File: config.mk
export PLATFORM = sky130hd
export DESIGN_NAME = rei_top
export DESIGN_NICKNAME = d
export VERILOG_FILES = /design/src/inc/rei_pkg.sv /design/src/hw/rei_top.sv /design/src/hw/rei_sync_edge.sv /design/src/hw/rei_pulse_gen.sv
export SDC_FILE = /design/constraint.sdc
export NUM_CORES = 1
export LEC_CHECK = 0
export ABC_AREA = 1
export BUFFER_PORTS_ARGS = -buffer_cell sky130_fd_sc_hd__clkbuf_2
export CAP_MARGIN = 20
export CELL_PAD_IN_SITES_DETAIL_PLACEMENT = 1
export CELL_PAD_IN_SITES_GLOBAL_PLACEMENT = 1
export CORE_AREA = 2 2 137 139
export DETAILED_ROUTE_END_ITERATION = 8
export DIE_AREA = 0 0 139 141
export PLACE_DENSITY_LB_ADDON = 0.25
export SLEW_MARGIN = 15
export SYNTH_ARGS = -nofsm -noshare
export SYNTH_HDL_FRONTEND = slang
export SYNTH_HIERARCHICAL = 1
export SYNTH_SLANG_ARGS = --single-unit
File: constraint.sdc
create_clock -name pclk -period 1.85 [get_ports pclk]
set_input_delay 0.37 -clock pclk [delete_from_list [all_inputs] [get_ports pclk]]
set_output_delay 0.37 -clock pclk [all_outputs]
set_load 0.02 [all_outputs]
File: src/inc/rei_pkg.sv
package rei_pkg;

    ////////////////////////////////////////////////////////////////////////////
    localparam logic [7:0] OFS_CTRL   = 8'h00;
    localparam logic [7:0] OFS_STATUS = 8'h04;
    localparam logic [7:0] OFS_CLEAR  = 8'h08;
    localparam logic [7:0] OFS_ENABLE = 8'h0C;
    localparam logic [7:0] OFS_COUNT  = 8'h10;
    localparam logic [7:0] OFS_MODE   = 8'h14;

    localparam int ST_EVENT_A   = 0;
    localparam int ST_EVENT_B   = 1;
    localparam int ST_WDT_DONE  = 2;
    localparam int ST_COUNT_OVF = 3;
    localparam int ST_W         = 4;

    localparam int MODE_IDLE  = 0;
    localparam int MODE_PDOWN = 1;
    localparam int MODE_ISP   = 2;

    localparam int CTRL_W  = 7;
    localparam int COUNT_W = 16;

    localparam int          RST_QUAL_CYCLES  = 64;
    localparam int          WDT_PULSE_CYCLES = 96;
    localparam int          RST_CNT_W        = 7;
    localparam logic [15:0] COUNT_RESET      = 16'h0000;

    ////////////////////////////////////////////////////////////////////////////
    typedef struct packed {
        logic count_mode_a;
        logic run_b;
        logic run_a;
        logic run_gate_sel_b;
        logic run_gate_sel_a;
        logic edge_select_b;
        logic edge_select_a;
    } rei_ctrl_t;

    typedef struct packed {
        logic s1;
        logic s2;
        logic s3;
    } rei_sync_t;

    typedef struct packed {
        logic [6:0] cnt;
        logic       active;
        logic       done;
    } rei_pulse_t;

    typedef struct packed {
        rei_ctrl_t          ctrl;
        logic [ST_W-1:0]    enable;
        logic [ST_W-1:0]    status;
        logic [COUNT_W-1:0] count;
        logic               idle;
        logic               pdown;
        logic               isp_capt;
        logic               isp_mode;
        logic [6:0]         rst_cnt;
        logic               sys_reset;
        logic               run_a;
        logic               run_b;
        logic               irq;
        logic               pready;
        logic               pslverr;
        logic [31:0]        prdata;
    } rei_state_t;

endpackage

File: src/hw/rei_top.sv
// Our own choices: register access over APB and the register offsets.
`timescale 1ns/100ps
module rei_top (
    input  wire logic        pclk,                  // 40 MHz clock
    input  wire logic        presetn,               // Async reset, low
    input  wire logic        psel,                  // APB select
    input  wire logic        penable,               // APB enable
    input  wire logic        pwrite,                // APB direction
    input  wire logic [7:0]  paddr,                 // APB byte address
    input  wire logic [31:0] pwdata,                // APB write data
    output logic      [31:0] prdata,                // APB read data
    output logic             pready,                // APB ready
    output logic             pslverr,               // APB error
    input  wire logic        rst_pin_in,            // Reset line level
    output logic             rst_pin_out,           // Reset line drive value
    output logic             rst_pin_oe,            // Reset line drive enable
    input  wire logic        in_system_prog_select, // Programming select pin
    input  wire logic        ext_event_line_a,      // Event line A
    input  wire logic        ext_event_line_b,      // Event line B
    input  wire logic        count_input_a,         // Count input A
    input  wire logic        wdt_timeout,           // Watchdog time-out pulse
    output logic             sys_reset,             // Qualified device reset
    output logic             port_reset_force,      // Ports to reset state
    output logic             isp_mode,              // Programming mode latched
    output logic             idle_mode,             // Idle mode
    output logic             powerdown_mode,        // Power-down mode
    output logic             timer_run_a,           // Timer zero run
    output logic             timer_run_b,           // Timer one run
    output logic             irq                    // Interrupt, high
);
    rei_pkg::rei_state_t st;
    rei_pkg::rei_state_t next_st;

    logic lvl_a;
    logic fall_a;
    logic lvl_b;
    logic fall_b;
    logic lvl_cnt;
    logic fall_cnt;
    logic lvl_rst;
    logic lvl_isp;
    logic wdt_active;
    logic wdt_done;
    logic force_q;
    logic rst_any_n;
    logic wr_cycle;
    logic rd_cycle;
    logic set_a;
    logic set_b;
    logic count_tick;

    ////////////////////////////////////////////////////////////////////////////
    rei_sync_edge u_sync_a (
        .pclk    (pclk),
        .presetn (presetn),
        .din     (ext_event_line_a),
        .level   (lvl_a),
        .fall    (fall_a)
    );

    rei_sync_edge u_sync_b (
        .pclk    (pclk),
        .presetn (presetn),
        .din     (ext_event_line_b),
        .level   (lvl_b),
        .fall    (fall_b)
    );

    rei_sync_edge u_sync_cnt (
        .pclk    (pclk),
        .presetn (presetn),
        .din     (count_input_a),
        .level   (lvl_cnt),
        .fall    (fall_cnt)
    );

    rei_sync_edge u_sync_rst (
        .pclk    (pclk),
        .presetn (presetn),
        .din     (rst_pin_in),
        .level   (lvl_rst),
        .fall    ()
    );

    rei_sync_edge u_sync_isp (
        .pclk    (pclk),
        .presetn (presetn),
        .din     (in_system_prog_select),
        .level   (lvl_isp),
        .fall    ()
    );

    // The watchdog pulse is longer than the filter, so it also resets us
    rei_pulse_gen #(
        .LEN (rei_pkg::WDT_PULSE_CYCLES)
    ) u_wdt_pulse (
        .pclk    (pclk),
        .presetn (presetn),
        .start   (wdt_timeout),
        .active  (wdt_active),
        .done    (wdt_done)
    );

    ////////////////////////////////////////////////////////////////////////////
    // Port force must work with the oscillator stopped
    assign rst_any_n = rst_pin_in & presetn;

    always_ff @(posedge pclk or negedge rst_any_n) begin
        if (!rst_any_n) begin
            force_q <= 1'b1;
        end else begin
            force_q <= 1'b0;
        end
    end

    ////////////////////////////////////////////////////////////////////////////
    // One wait state: pready rises in the second access cycle
    assign wr_cycle   = psel & penable & st.pready & pwrite;
    assign rd_cycle   = psel & penable & ~st.pready;
    assign set_a      = st.ctrl.edge_select_a ? fall_a : ~lvl_a;
    assign set_b      = st.ctrl.edge_select_b ? fall_b : ~lvl_b;
    assign count_tick = fall_cnt & st.ctrl.count_mode_a & st.run_a;

    always_comb begin
        logic [rei_pkg::ST_W-1:0] clr;
        logic [rei_pkg::ST_W-1:0] set;
        logic                     hit;
        logic [31:0]              rdat;
        clr  = '0;
        set  = '0;
        hit  = 1'b1;
        rdat = 32'h0000_0000;

        next_st         = st;
        next_st.pready  = rd_cycle;
        next_st.pslverr = 1'b0;
        next_st.prdata  = 32'h0000_0000;

        case (paddr)
            rei_pkg::OFS_CTRL:   rdat = 32'(st.ctrl);
            rei_pkg::OFS_STATUS: rdat = 32'(st.status);
            rei_pkg::OFS_CLEAR:  rdat = 32'h0000_0000;
            rei_pkg::OFS_ENABLE: rdat = 32'(st.enable);
            rei_pkg::OFS_COUNT:  rdat = 32'(st.count);
            rei_pkg::OFS_MODE:   rdat = {29'h0, st.isp_mode, st.pdown, st.idle};
            default:             hit  = 1'b0;
        endcase

        if (rd_cycle) begin
            next_st.pslverr = ~hit;
            next_st.prdata  = pwrite ? 32'h0000_0000 : rdat;
        end

        // Hardware count before software write, so a write wins
        if (count_tick) begin
            next_st.count = st.count + 16'h0001;
        end

        if (wr_cycle) begin
            case (paddr)
                rei_pkg::OFS_CTRL:   next_st.ctrl   = rei_pkg::rei_ctrl_t'(pwdata[rei_pkg::CTRL_W-1:0]);
                rei_pkg::OFS_CLEAR:  clr            = pwdata[rei_pkg::ST_W-1:0];
                rei_pkg::OFS_ENABLE: next_st.enable = pwdata[rei_pkg::ST_W-1:0];
                rei_pkg::OFS_COUNT:  next_st.count  = pwdata[rei_pkg::COUNT_W-1:0];
                rei_pkg::OFS_MODE: begin
                    next_st.idle  = pwdata[rei_pkg::MODE_IDLE];
                    next_st.pdown = pwdata[rei_pkg::MODE_PDOWN];
                end
                default: ;
            endcase
        end

        set[rei_pkg::ST_EVENT_A]   = set_a;
        set[rei_pkg::ST_EVENT_B]   = set_b;
        set[rei_pkg::ST_WDT_DONE]  = wdt_done;
        set[rei_pkg::ST_COUNT_OVF] = count_tick & (st.count == 16'hFFFF);
        // Set beats clear in the same cycle
        next_st.status = (st.status & ~clr) | set;

        // Filter: count low samples, saturate at the threshold
        if (lvl_rst) begin
            next_st.rst_cnt = 7'h00;
        end else if (st.rst_cnt != 7'(rei_pkg::RST_QUAL_CYCLES)) begin
            next_st.rst_cnt = st.rst_cnt + 7'h01;
        end
        next_st.sys_reset = ~lvl_rst && (st.rst_cnt >= 7'(rei_pkg::RST_QUAL_CYCLES - 1));

        if (st.sys_reset) begin
            next_st.idle     = 1'b0;
            next_st.pdown    = 1'b0;
            next_st.isp_capt = lvl_isp;
            if (!next_st.sys_reset) begin
                next_st.isp_mode = st.isp_capt;
            end
        end

        next_st.run_a = st.ctrl.run_a & (~st.ctrl.run_gate_sel_a | lvl_a);
        next_st.run_b = st.ctrl.run_b & (~st.ctrl.run_gate_sel_b | lvl_b);
        next_st.irq   = |(next_st.status & next_st.enable);
    end

    always_ff @(posedge pclk or negedge presetn) begin
        if (!presetn) begin
            st <= '0;
        end else begin
            st <= next_st;
        end
    end

    ////////////////////////////////////////////////////////////////////////////
    assign prdata           = st.prdata;
    assign pready           = st.pready;
    assign pslverr          = st.pslverr;
    assign rst_pin_out      = 1'b0;
    assign rst_pin_oe       = wdt_active;
    assign sys_reset        = st.sys_reset;
    assign port_reset_force = force_q;
    assign isp_mode         = st.isp_mode;
    assign idle_mode        = st.idle;
    assign powerdown_mode   = st.pdown;
    assign timer_run_a      = st.run_a;
    assign timer_run_b      = st.run_b;
    assign irq              = st.irq;

    ////////////////////////////////////////////////////////////////////////////
    // Checking helpers
    logic [7:0] oe_len;

    always_ff @(posedge pclk or negedge presetn) begin
        if (!presetn) begin
            oe_len <= 8'h00;
        end else begin
            oe_len <= rst_pin_oe ? oe_len + 8'h01 : 8'h00;
        end
    end

    reset_qual_a: assert property (@(posedge pclk) disable iff (!presetn)
        $rose(sys_reset) |-> $past(st.rst_cnt) >= 7'd63 && !$past(lvl_rst))
        else $error("reset raised before 64 low samples");

    port_force_a: assert property (@(posedge pclk) disable iff (!presetn)
        !rst_pin_in |-> port_reset_force) else $error("ports not forced while reset line low");

    reset_wake_a: assert property (@(posedge pclk) disable iff (!presetn)
        sys_reset |=> !idle_mode && !powerdown_mode) else $error("low power mode kept through reset");

    wdt_pulse_a: assert property (@(posedge pclk) disable iff (!presetn)
        $fell(rst_pin_oe) |-> $past(oe_len) == 8'd95) else $error("watchdog pulse not 96 cycles");

    isp_latch_a: assert property (@(posedge pclk) disable iff (!presetn)
        $fell(sys_reset) |-> isp_mode == $past(st.isp_capt)) else $error("programming select not latched");

    gate_run_a: assert property (@(posedge pclk) disable iff (!presetn)
        (st.ctrl.run_gate_sel_a && !lvl_a) |=> !timer_run_a) else $error("timer zero ran with gate low");

    event_flag_a: assert property (@(posedge pclk) disable iff (!presetn)
        (st.ctrl.edge_select_a ? fall_a : !lvl_a) |=> st.status[rei_pkg::ST_EVENT_A])
        else $error("event flag A not set");

    event_flag_b_a: assert property (@(posedge pclk) disable iff (!presetn)
        (!st.ctrl.edge_select_b && !lvl_b) |=> st.status[rei_pkg::ST_EVENT_B])
        else $error("event flag B not set by low level");

    gate_run_b_a: assert property (@(posedge pclk) disable iff (!presetn)
        (st.ctrl.run_b && (!st.ctrl.run_gate_sel_b || lvl_b)) |=> timer_run_b)
        else $error("timer one not running");

    count_step_a: assert property (@(posedge pclk) disable iff (!presetn)
        (count_tick && !(wr_cycle && paddr == rei_pkg::OFS_COUNT)) |=> st.count == $past(st.count) + 16'h0001)
        else $error("count did not advance by one");

    // Further guards on the flags, reset, programming mode, the line drive, timer one, the counter, the interrupt and ready
    edge_flag_b_a: assert property (@(posedge pclk) disable iff (!presetn)
        (st.ctrl.edge_select_b && fall_b) |=> st.status[rei_pkg::ST_EVENT_B])
        else $error("event flag B not set by falling edge");

    flag_sticky_a: assert property (@(posedge pclk) disable iff (!presetn)
        (st.status[rei_pkg::ST_EVENT_A] && !(wr_cycle && paddr == rei_pkg::OFS_CLEAR && pwdata[rei_pkg::ST_EVENT_A]))
        |=> st.status[rei_pkg::ST_EVENT_A]) else $error("event flag A lost without a clear");

    reset_drop_a: assert property (@(posedge pclk) disable iff (!presetn)
        lvl_rst |=> !sys_reset)
        else $error("qualified reset held with reset line high");

    isp_hold_a: assert property (@(posedge pclk) disable iff (!presetn)
        $changed(isp_mode) |-> $fell(sys_reset))
        else $error("programming mode changed outside reset end");

    wdt_start_a: assert property (@(posedge pclk) disable iff (!presetn)
        (wdt_timeout && !rst_pin_oe) |=> rst_pin_oe)
        else $error("watchdog time-out did not start the line pulse");

    line_low_a: assert property (@(posedge pclk) disable iff (!presetn)
        rst_pin_oe |-> !rst_pin_out)
        else $error("reset line driven high");

    run_stop_b_a: assert property (@(posedge pclk) disable iff (!presetn)
        (st.ctrl.run_gate_sel_b && !lvl_b) |=> !timer_run_b)
        else $error("timer one ran with gate low");

    count_hold_a: assert property (@(posedge pclk) disable iff (!presetn)
        (fall_cnt && !st.ctrl.count_mode_a && !(wr_cycle && paddr == rei_pkg::OFS_COUNT))
        |=> st.count == $past(st.count))
        else $error("count moved outside counter mode");

    irq_level_a: assert property (@(posedge pclk) disable iff (!presetn)
        irq == |(st.status & st.enable))
        else $error("interrupt does not follow enabled status");

    pready_pulse_a: assert property (@(posedge pclk) disable iff (!presetn)
        pready |=> !pready)
        else $error("ready held for more than one cycle");
endmodule

File: src/hw/rei_sync_edge.sv
`timescale 1ns/100ps
module rei_sync_edge (
    input  wire logic pclk,    // Clock
    input  wire logic presetn, // Async reset, low
    input  wire logic din,     // Raw pin level
    output logic      level,   // Synchronised level
    output logic      fall     // One-cycle falling edge pulse
);
    rei_pkg::rei_sync_t st;
    rei_pkg::rei_sync_t next_st;

    // Idle-high lines reset high so no false edge at release
    always_comb begin
        next_st    = st;
        next_st.s1 = din;
        next_st.s2 = st.s1;
        next_st.s3 = st.s2;
    end

    always_ff @(posedge pclk or negedge presetn) begin
        if (!presetn) begin
            st <= 3'h7;
        end else begin
            st <= next_st;
        end
    end

    assign level = st.s2;
    assign fall  = st.s3 & ~st.s2;

    edge_shape_a: assert property (@(posedge pclk) disable iff (!presetn)
        fall |-> $past(level) && !level) else $error("edge pulse without high then low sample");
endmodule

File: src/hw/rei_pulse_gen.sv
`timescale 1ns/100ps
module rei_pulse_gen #(
    parameter int LEN = rei_pkg::WDT_PULSE_CYCLES
) (
    input  wire logic pclk,    // Clock
    input  wire logic presetn, // Async reset, low
    input  wire logic start,   // Start pulse
    output logic      active,  // High for LEN cycles
    output logic      done     // One cycle after the last active cycle
);
    rei_pkg::rei_pulse_t st;
    rei_pkg::rei_pulse_t next_st;

    // A start during a running pulse is ignored, no retrigger
    always_comb begin
        next_st      = st;
        next_st.done = 1'b0;
        if (st.active) begin
            if (st.cnt == 7'(LEN - 1)) begin
                next_st.active = 1'b0;
                next_st.done   = 1'b1;
                next_st.cnt    = 7'h00;
            end else begin
                next_st.cnt = st.cnt + 7'h01;
            end
        end else if (start) begin
            next_st.active = 1'b1;
            next_st.cnt    = 7'h00;
        end
    end

    always_ff @(posedge pclk or negedge presetn) begin
        if (!presetn) begin
            st <= '0;
        end else begin
            st <= next_st;
        end
    end

    assign active = st.active;
    assign done   = st.done;
endmodule

---- After elaboration in Yosys (flattened, before gate mapping) ----
Index checks and enable logic that the tools add are counted.
Widths: inputs -> output; s select.
operators by class
  add/sub/neg operators ................... 3
  $lt $le $gt $ge ......................... 1
  equal/unequal tests ..................... 8
  mux-type cells .......................... 23
  bitwise operators ....................... 28
  reductions and logical operators ........ 11
operator list
  kind                   number
  $pmux 16 s5            1
  $mux 33                1
  $mux 16                2
  $mux 32                1
  $mux 7                 3
  $mux 4                 5
  $mux 18                1
  $add 16x1->16 const B  1
  $eq 16x16->1 const B   1
  $eq 8x4->1 const B     2
  $eq 8x5->1 const B     2
  $mux 8                 2
  $add 7x1->7 const B    2
  $and 1x1->1            13
  $not 1->1              9
  $and 4x4->4            2
  $eq 8x3->1 const B     1
  $logic_not 8->1        1
  $reduce_bool 2->1      4
  $eq 7x7->1 const B     1
  $ge 7x6->1 const B     1
  $ne 7x7->1 const B     1
  $reduce_and 2->1       3
  $reduce_or 6->1        1
  7 further kinds        13
word-level totals
  bits in registers ....................... 103
  input port bits ......................... 51
  output and inout bits ................... 44
  logic and storage cells ................. 113

---- Depth between registers and ports, before layout ----
Gate-level depths: netlist of the first run.
  word-level depth ........................ 9
  mapped depth ............................ 11
  gate-level depth less buffers ........... 11

---- Hierarchy ----
Netlist of the first run, hierarchy kept.
modules (own cells, without submodules)
  module         times used  cells each  area an instance (sq um)  sequential area each (sq um)
  rei_top        1           454         3,579.7                   1,627.8
  rei_pulse_gen  1           54          445.4                     225.2
  rei_sync_edge  5           5           88.8                      78.8

---- Worst setup path after synthesis of the first run ----
OpenSTA, ideal clock, no wires.
  kind .................................... register to register
  start point ............................. register u_sync_cnt/st[0] (netlist bit)
  end point ............................... register st[62] (netlist bit)
  library setup time ...................... 0.120 ns
  arrival time ............................ 1.374 ns
  required time ........................... 1.730 ns
  slack ................................... 0.357 ns
  cell stages (with the launch flop) ...... 10
  buffers on the path ..................... 0
  clock period less this slack ............ 1.493 ns
  cell sequence ........................... dfstp_2 -> inv_1 -> nor2_2 -> nand3_2 -> nor2_2 -> nand2_1 -> nor2_1 -> nand3_1 -> nand2_1 -> a21oi_2
RTL lines
  element                 line                 RTL
  from (decl)             rei_sync_edge.sv:9   rei_pkg::rei_sync_t st;
  from (signal assigned)  rei_sync_edge.sv:24  st <= next_st;
  to (signal assigned)    rei_top.sv:206       st <= next_st;
  to (decl)               rei_top.sv:31        rei_pkg::rei_state_t st;

==> results.toml, run 1 <==
[setup_path]
crit_slowest_cell = "dfstp_2"
slowest_delay_ps = 510
crit_chain = "inv_1, nor2_2, nand3_4, nor2_2, nand2_1, nor2_2, nand3_1, nand2_1, a21oi_1"
critPathArrivalTime_ps = 1870
critPathLaunchType = "flip-flop"
cp.required_ps = 2070
critPathBufInv = 1
cp_top_family = "simple AND/OR/NAND/NOR gates"
crit_path_max_fanout = 6
critPathKind = "reg -> reg"
cp-end-kind = "flip-flop"
path_common_cell = "nor2_2"

[timing]
setup_violations = 0
hold_slack_ps = 51.9
drv_slew = 0
final.setup_skew_ps = 5.35
fin_crit_sh = 0.890
period_minus_slack_ps = 1650
fin_setup_tns_ps = 0
rsz0062_at_grt = "false"
fmax_mhz = 607
hold_viol = 0

[clock_network]
htreeDepth = 3
root_buffer = "clkbuf_16"
cts.repair_timing.setup_buffer_count = 0
tritoncts = "built"
cts_sinks = 87
clkTransAtPathRegs_ps = 60
cts_buffers = 9
cts_max_path_buffers = 2
clk_latency_ps = 350

[layout]
seq_area_um2 = 2190
fillers = 2220
areaGrowthSynthToFinish_pct = 18.7
largest_reg_flops = 39
largest_register = "st"
drive_above_1_share = 0.245
antenna_cells = 0
design_area_um2 = 5220
final_core_util = 0.286
multi_input_area_um2 = 1730
nets = 646

[routing]
drtPass1Iterations = 4
route.met2.wl_mm = 5.86
drtAntennaViolNets = 0
wl_per_cell_um = 13.6
dr_wl_met3_um = 397
drtIter0Drc = 101
vias = 3501
drc = 0
avgViaCountPerCell = 4.22
m1WireLength_mm = 4.89
top_layer_used = "met4"
wl_mm = 11.3

[place]
gp_congestion = 0.810
placed_cell_area_um2 = 4880
hpwl_mm = 8.84
portBuffers = 61

[min_path]
min_path_type = "in -> async"

[pwr]
powerDensity_nw_per_um2 = 879
ir_drop_uv = 590
power_leakage_uw = 0.00267

[synthesis]
synth_area_um2 = 4400
ys_warn_count = 6
avgSynthCellArea_um2 = 8.34
netlist_instances = 527

[floorplan]
fp.coreArea_um2 = 18300
boundaryPins = 95
start_util = 0.241
num_rows = 50
die-height_um = 141
die_x_um = 139
die_area_um2 = 19600

[global_routing]
grt_max_degree = 33
globalRouteOverflowTotal = 0
grt_pass1_vias = 3764
track_usage = 0.122
grt_pass1_wl_mm = 18.8
grt_antenna_before_repair = 0

[run]
cap_violations = 0

[status]
status = "complete, no violations"
## metrics by stage
step / instances / setup slack [ps] / power, uW
6_report: 830 / 204 / 4590
3_5_place_dp: 813 / 111 / 2670
4_1_cts: 830 / 90.9 / 4670
5_1_grt: 830 / 43.7 / 4840
3_3_place_gp: 813 / 142 / 2640
2_1_floorplan: 544 / 357 / 2500
## worst paths after layout
| kind | startpoint | endpoint | slack, ps | cells past startpoint |
|---|---|---|---|---|
| min in group pclk | in_system_prog_select | u_sync_isp/next_st[1] | 100 | 1 |
| max | u_sync_cnt/st[0] | st[64] | 200 | 9 |
| max reg2reg | u_sync_cnt/st[0] | st[64] | 200 | 9 |
| min | rst_pin_in | port_reset_force | 50 | 3 |
| min reg2reg | u_sync_isp/next_st[1] | u_sync_isp/level | 360 | 0 |
| max in group asynchronous | presetn | u_sync_isp/level | 700 | 3 |
## final cells by class
| type | instances | area share |
|---|---|---|
| Clock buffer | 11 | 0.0446 |
| Clock inverter | 5 | 0.0158 |
| Inverter | 66 | 0.0480 |
| Multi-Input combinational cell | 352 | 0.331 |
| Sequential cell | 87 | 0.421 |
| Tap cell | 234 | 0.0561 |
| Timing Repair Buffer | 75 | 0.0844 |
## cells in the final DEF (no fill, tap or decap), drive strengths merged
master / n
clkinvlp: 3
nor3: 21
xnor2: 2
or2: 1
clkinv: 2
dfstp: 14
a21oi: 24
dfrtp: 73
clkbuf: 71
a31oi: 1
a22o: 1
nand4: 5
bufinv: 2
xor2: 5
conb: 18
buf: 14
o22ai: 1
nand3: 40
dlygate4sd3: 1
nor2: 66
o21ai: 25
inv: 64
nand2: 135
o211ai: 3
ha: 4
## layer usage
metal  vias up  GRT usage
li1       1742          -
met1      1691      0.142
met2        55      0.221
met3        13     0.0353
met4         0     0.0308
met5         -          0
## timing repair
action,in CTS,in global routing
endpoints found under the setup margin,0,5
hold buffers,1,0
gates resized for setup,0,3
endpoints found under the hold margin,20,0
## power breakdown
group	leakage [uW]	switching [uW]	internal, uW
logic	0.00149	305	190
registers	0.00103	105	2030
clock network	0.000142	775	1180
total	0.00267	1190	3400
## worst reg2reg max path, stage by stage (launching register included)
cell     delay, ps
dfstp_2        510
inv_1           40
nor2_2         110
nand3_4        140
nor2_2         180
nand2_1        140
nor2_2         170
nand3_1         90
nand2_1         70
a21oi_1         60
(Power assumes the default switching activity.)
==> inputs of run 2 (changes only) <==
- clock period: 1.85 -> 1.5 ns (I/O delays scaled with it)
==> run 2 against run 1 <==
  * The flow now finishes with violations (negative setup slack)
  * Clock skew rose by 1.8 ps
  * Sequential cell count stayed put
  * Register-to-register slack lost 250 ps
  * Critical path depth increased by 1
  * Count of clock-buffer cells in the layout shrank 2
  * Combinational power grew 31%
  * Setup slack got worse by 250 ps
  * Cell count rose by 4.2%
  * Largest cell class unchanged
==> results.toml, run 2 (same netlist as run 1, synthesis figures left out) <==
[global_routing]
grt_pass1_wl_mm = 19.4
grt_antenna_before_repair = 0
track_usage = 0.126
grt_max_degree = 53
grt_pass1_vias = 3898
globalRouteOverflowTotal = 0

[floorplan]
die-height_um = 141
die_x_um = 139
fp.coreArea_um2 = 18300
num_rows = 50
die_area_um2 = 19600
start_util = 0.241
boundaryPins = 95

[timing]
period_minus_slack_ps = 1550
fmax_mhz = 646
drv_slew = 0
finalWorstSetupSlack_ps = -49.0
fin_setup_tns_ps = -119
final.setup_skew_ps = 7.18
fin_crit_sh = 1.03
setup_violations = 7
rsz0062_at_grt = "true"
hold_viol = 0

[min_path]
hold_path_startpoint = "ext_event_line_b"
whs_path_depth = 1
min_path_type = "in -> reg"
whs_endpoint = "u_sync_b/next_st[1]"

[layout]
antenna_cells = 0
largest_reg_flops = 39
final_core_util = 0.311
nets = 681
mostFrequentLayoutCell = "nand2_1"
areaGrowthSynthToFinish_pct = 29.2
stdcell_count = 865
final_cell_mix = "119 x nand2_1, 73 x dfrtp_1, 60 x clkbuf_2, 58 x inv_1, 47 x nor2_1"
drive_above_1_share = 0.328
fillers = 2219
design_area_um2 = 5680
largest_register = "st"

[routing]
wl_per_cell_um = 13.6
drc = 0
vias = 3634
m1WireLength_mm = 5.02
wl_mm = 11.8
top_layer_used = "met4"
route.met2.wl_mm = 6.16
drtPass1Iterations = 4
dr_wl_met3_um = 433
avgViaCountPerCell = 4.20
drtAntennaViolNets = 0
drtIter0Drc = 83

[clock_network]
cts_buffers = 9
cts_sinks = 87
root_buffer = "clkbuf_16"
tritoncts = "built"
htreeDepth = 3
clkTransAtPathRegs_ps = 70
clk_latency_ps = 350
cts_max_path_buffers = 2

[setup_path]
r2r_slack_ps = -50
critPathLaunchType = "flip-flop"
crit_path_max_fanout = 5
worstRegToRegCells = 10
cp.required_ps = 1780
r2r_end = "st[51]"
cp-end-kind = "flip-flop"
critPathArrivalTime_ps = 1830
rr_startpoint = "u_sync_cnt/st[0]"
critPathKind = "reg -> reg"

[place]
placed_cells = 841
gp_congestion = 0.823
hpwl_mm = 9.13
placed_cell_area_um2 = 5100
portBuffers = 61

[pwr]
power_leakage_uw = 0.00290
powerDensity_nw_per_um2 = 1020
ir_drop_uv = 611

[status]
status = "finished, violations left"
violations = "negative setup slack"

[run]
cap_violations = 0
run 2: cell count changes in the layout (fill, tap and decap cells not counted), sizes merged:
cell / delta
buf: +33
clkbuf: -2
clkinvlp: -2
dlygate4sd3: +2
inv: +4
run 2: where the power goes:
part,internal (uW),switching [uW],leakage [uW]
combinational,258,391,0.00171
clock,1480,1040,0.000157
sequential,2500,132,0.00103
run 2: how the worst max path moves through the flow:
stage                startpoint  endpoint  slack, ps  depth (start not counted)
3_5_place_dp   u_sync_cnt/st[0]    st[62]       -160                          9
6_report       u_sync_cnt/st[0]    st[51]        -50                         10
3_3_place_gp   u_sync_cnt/st[0]    st[62]       -100                          9
5_1_grt        u_sync_cnt/st[0]    st[52]       -140                          9
4_1_cts        u_sync_cnt/st[0]    st[63]        -40                         10
2_1_floorplan  u_sync_cnt/st[0]    st[62]          7                          9
run 2: area by class of cell:
cell class	instances	area [um2]	area share
well taps	234	293	0.0515
repair buffers	110	756	0.133
clock buffers	9	225	0.0396
multi-input cells	352	1860	0.327
flip-flops and latches	87	2190	0.386
clock inverters	7	103	0.0181
inverters	66	250	0.0441
run 2: per-stage QoR:
step / worst slack [ps] / hold slack [ps] / power, uW
after floorplan: 6.66 / 4.41 / 3080
after global placement: -97.5 / 180 / 3270
after detailed placement: -156 / 186 / 3320
after CTS: -43.0 / 16.2 / 5920
after global routing: -136 / 14.3 / 6110
final: -49.0 / 29.9 / 5800
run 2: per-layer routing:
layer | vias to the layer above | GRT usage
met5 | - | 0
met4 | 0 | 0.0340
met3 | 16 | 0.0380
met2 | 51 | 0.231
met1 | 1756 | 0.143
li1 | 1811 | -
run 2: worst max-delay path: stages (launching register included):
cell,delay (ps)
dfstp_2,520
inv_2,40
nor2_4,110
nand3_4,140
inv_2,130
buf_6,110
buf_6,90
a21oi_2,40
nor2_2,130
nand2_1,80
o21ai_1,90
run 2: repair_timing:
item | 4_1_cts | 5_1_grt
hold buffers | 3 | 0
endpoints found under the setup margin | 15 | 41
pin swaps | 10 | 9
buffers inserted | 4 | 1
endpoints found under the hold margin | 11 | 0
gates resized for setup | 28 | 21
==> inputs of run 3 (changes only) <==
- CORE_AREA: 2 2 137 139 -> 2 2 115 117
- DIE_AREA: 0 0 139 141 -> 0 0 117 119
- RECOVER_POWER: default -> 100
==> run 3 against run 2 <==
  * The run still ends with negative setup slack left
  * Count of clock-buffer cells in the layout up 2
  * Sequential power about the same
  * Setup slack better by 33 ps
  * Combinational power down 3.5%
  * Core utilization up 11 points
  * Clock skew up 4.3 ps
  * Routed wire length down 5.2%
==> results.toml, run 3 (same netlist as run 1, synthesis figures left out) <==
[pwr]
ir_drop_uv = 807
powerDensity_nw_per_um2 = 1050
power_leakage_uw = 0.00273

[floorplan]
num_rows = 42
start_util = 0.341
boundaryPins = 95
die_area_um2 = 13900
fp.coreArea_um2 = 12900
die-height_um = 119
die_x_um = 117

[routing]
drtAntennaViolNets = 0
avgViaCountPerCell = 4.62
wl_per_cell_um = 14.0
wl_mm = 11.2
drtPass1Iterations = 4
drc = 0
drtIter0Drc = 112
vias = 3681

[timing]
drv_slew = 0
final.setup_skew_ps = 11.5
fmax_mhz = 660
hold_slack_ps = 26.9
hold_viol = 0
slew_headroom = 0.588
setup_violations = 4
rsz0062_at_grt = "true"
period_minus_slack_ps = 1520
worst_pin_slew_ps = 617
finalWorstSetupSlack_ps = -15.8
fin_crit_sh = 1.01

[global_routing]
grt_max_degree = 54
globalRouteOverflowTotal = 0
track_usage = 0.175
grt_pass1_wl_mm = 18.7
grt_pass1_vias = 3876
grt_antenna_before_repair = 0

[place]
hpwl_mm = 8.52
placed_cells = 777
portBuffers = 61
gp_congestion = 0.812

[layout]
areaGrowthSynthToFinish_pct = 22.8
fillers = 1577
final_cell_mix = "123 x nand2_1, 73 x dfrtp_1, 58 x inv_1, 50 x nor2_1, 37 x nand3_1"
seq_area_um2 = 2190
mostFrequentLayoutCell = "nand2_1"
nets = 671
drive_above_1_share = 0.238
antenna_cells = 0
largest_reg_flops = 39
stdcell_count = 797
multi_input_area_um2 = 1800
largest_register = "st"

[setup_path]
crit_path_max_fanout = 5
cp-end-kind = "flip-flop"
critPathKind = "reg -> reg"
critPathLaunchType = "flip-flop"
critPathArrivalTime_ps = 1750
cp.required_ps = 1730
worstRegToRegCells = 8
r2r_slack_ps = -20
r2r_end = "st[57]"
rr_startpoint = "u_sync_cnt/st[0]"

[clock_network]
clk_latency_ps = 350
clkTransAtPathRegs_ps = 70
tritoncts = "built"
cts_sinks = 87
cts_buffers = 9
cts_max_path_buffers = 2
root_buffer = "clkbuf_16"
htreeDepth = 3

[status]
violations = "negative setup slack"
status = "finished, violations left"

[min_path]
hold_path_startpoint = "ext_event_line_a"
whs_path_depth = 1
min_path_type = "in -> reg"
whs_endpoint = "u_sync_a/next_st[1]"

[run]
cap_violations = 0
-- run 3: area by class of cell --
cell class,instances,area share
sequential,87,0.407
multi-input combinational,352,0.333
timing repair buffer,100,0.115
inverter,66,0.0464
clock buffer,11,0.0431
tap,176,0.0408
clock inverter,5,0.0151
-- run 3: metal layers --
layer	wire (um)	vias to the layer above	share of wire	GRT usage
met5	0	-	0	0
met4	251	0	0.022	0.0757
met3	388	16	0.035	0.0300
met2	5670	78	0.51	0.297
met1	4850	1797	0.43	0.216
li1	-	1790	-	-
-- run 3: timing repair --
item	in CTS	in global routing
hold buffers	2	0
buffers inserted	1	1
pin swaps	7	8
gates cloned	0	0
hold endpoints to repair	8	0
gates resized for setup	17	22
endpoints found under the setup margin	14	32
-- run 3: per-stage QoR --
stage	power [uW]	cell area (um2)	setup slack (ps)	TNS [ps]	utilization
6_report	5680	5400	-15.8	-42.3	0.419
5_1_grt	5980	5400	-131	-2860	0.419
4_1_cts	5770	5400	-38.2	-172	0.419
3_5_place_dp	3310	5000	-98.1	-856	0.388
3_3_place_gp	3270	5000	-60.9	-253	0.388
2_1_floorplan	3080	4460	6.66	0	-
-- run 3: where the power goes --
group          internal (uW)  switching, uW
logic                    245            381
clock network           1460            960
registers               2500            127
-- run 3: worst max-delay path by stage --
stage | from | endpoint | slack, ps | cells past startpoint
after global routing | u_sync_cnt/st[0] | st[52] | -130 | 9
after floorplan | u_sync_cnt/st[0] | st[62] | 7 | 9
after global placement | u_sync_cnt/st[0] | st[57] | -60 | 8
after detailed placement | u_sync_cnt/st[0] | st[62] | -100 | 9
after CTS | u_sync_cnt/st[0] | st[52] | -40 | 9
final | u_sync_cnt/st[0] | st[57] | -20 | 8
-- run 3: worst max-delay path, stage by stage, from the launching register on --
cell     delay, ps
dfstp_2        530
inv_2           40
nor2_4          90
nand3_4        120
nor2_2         140
nand2_2        100
nor2_1         130
xor2_1         180
a21oi_2         70
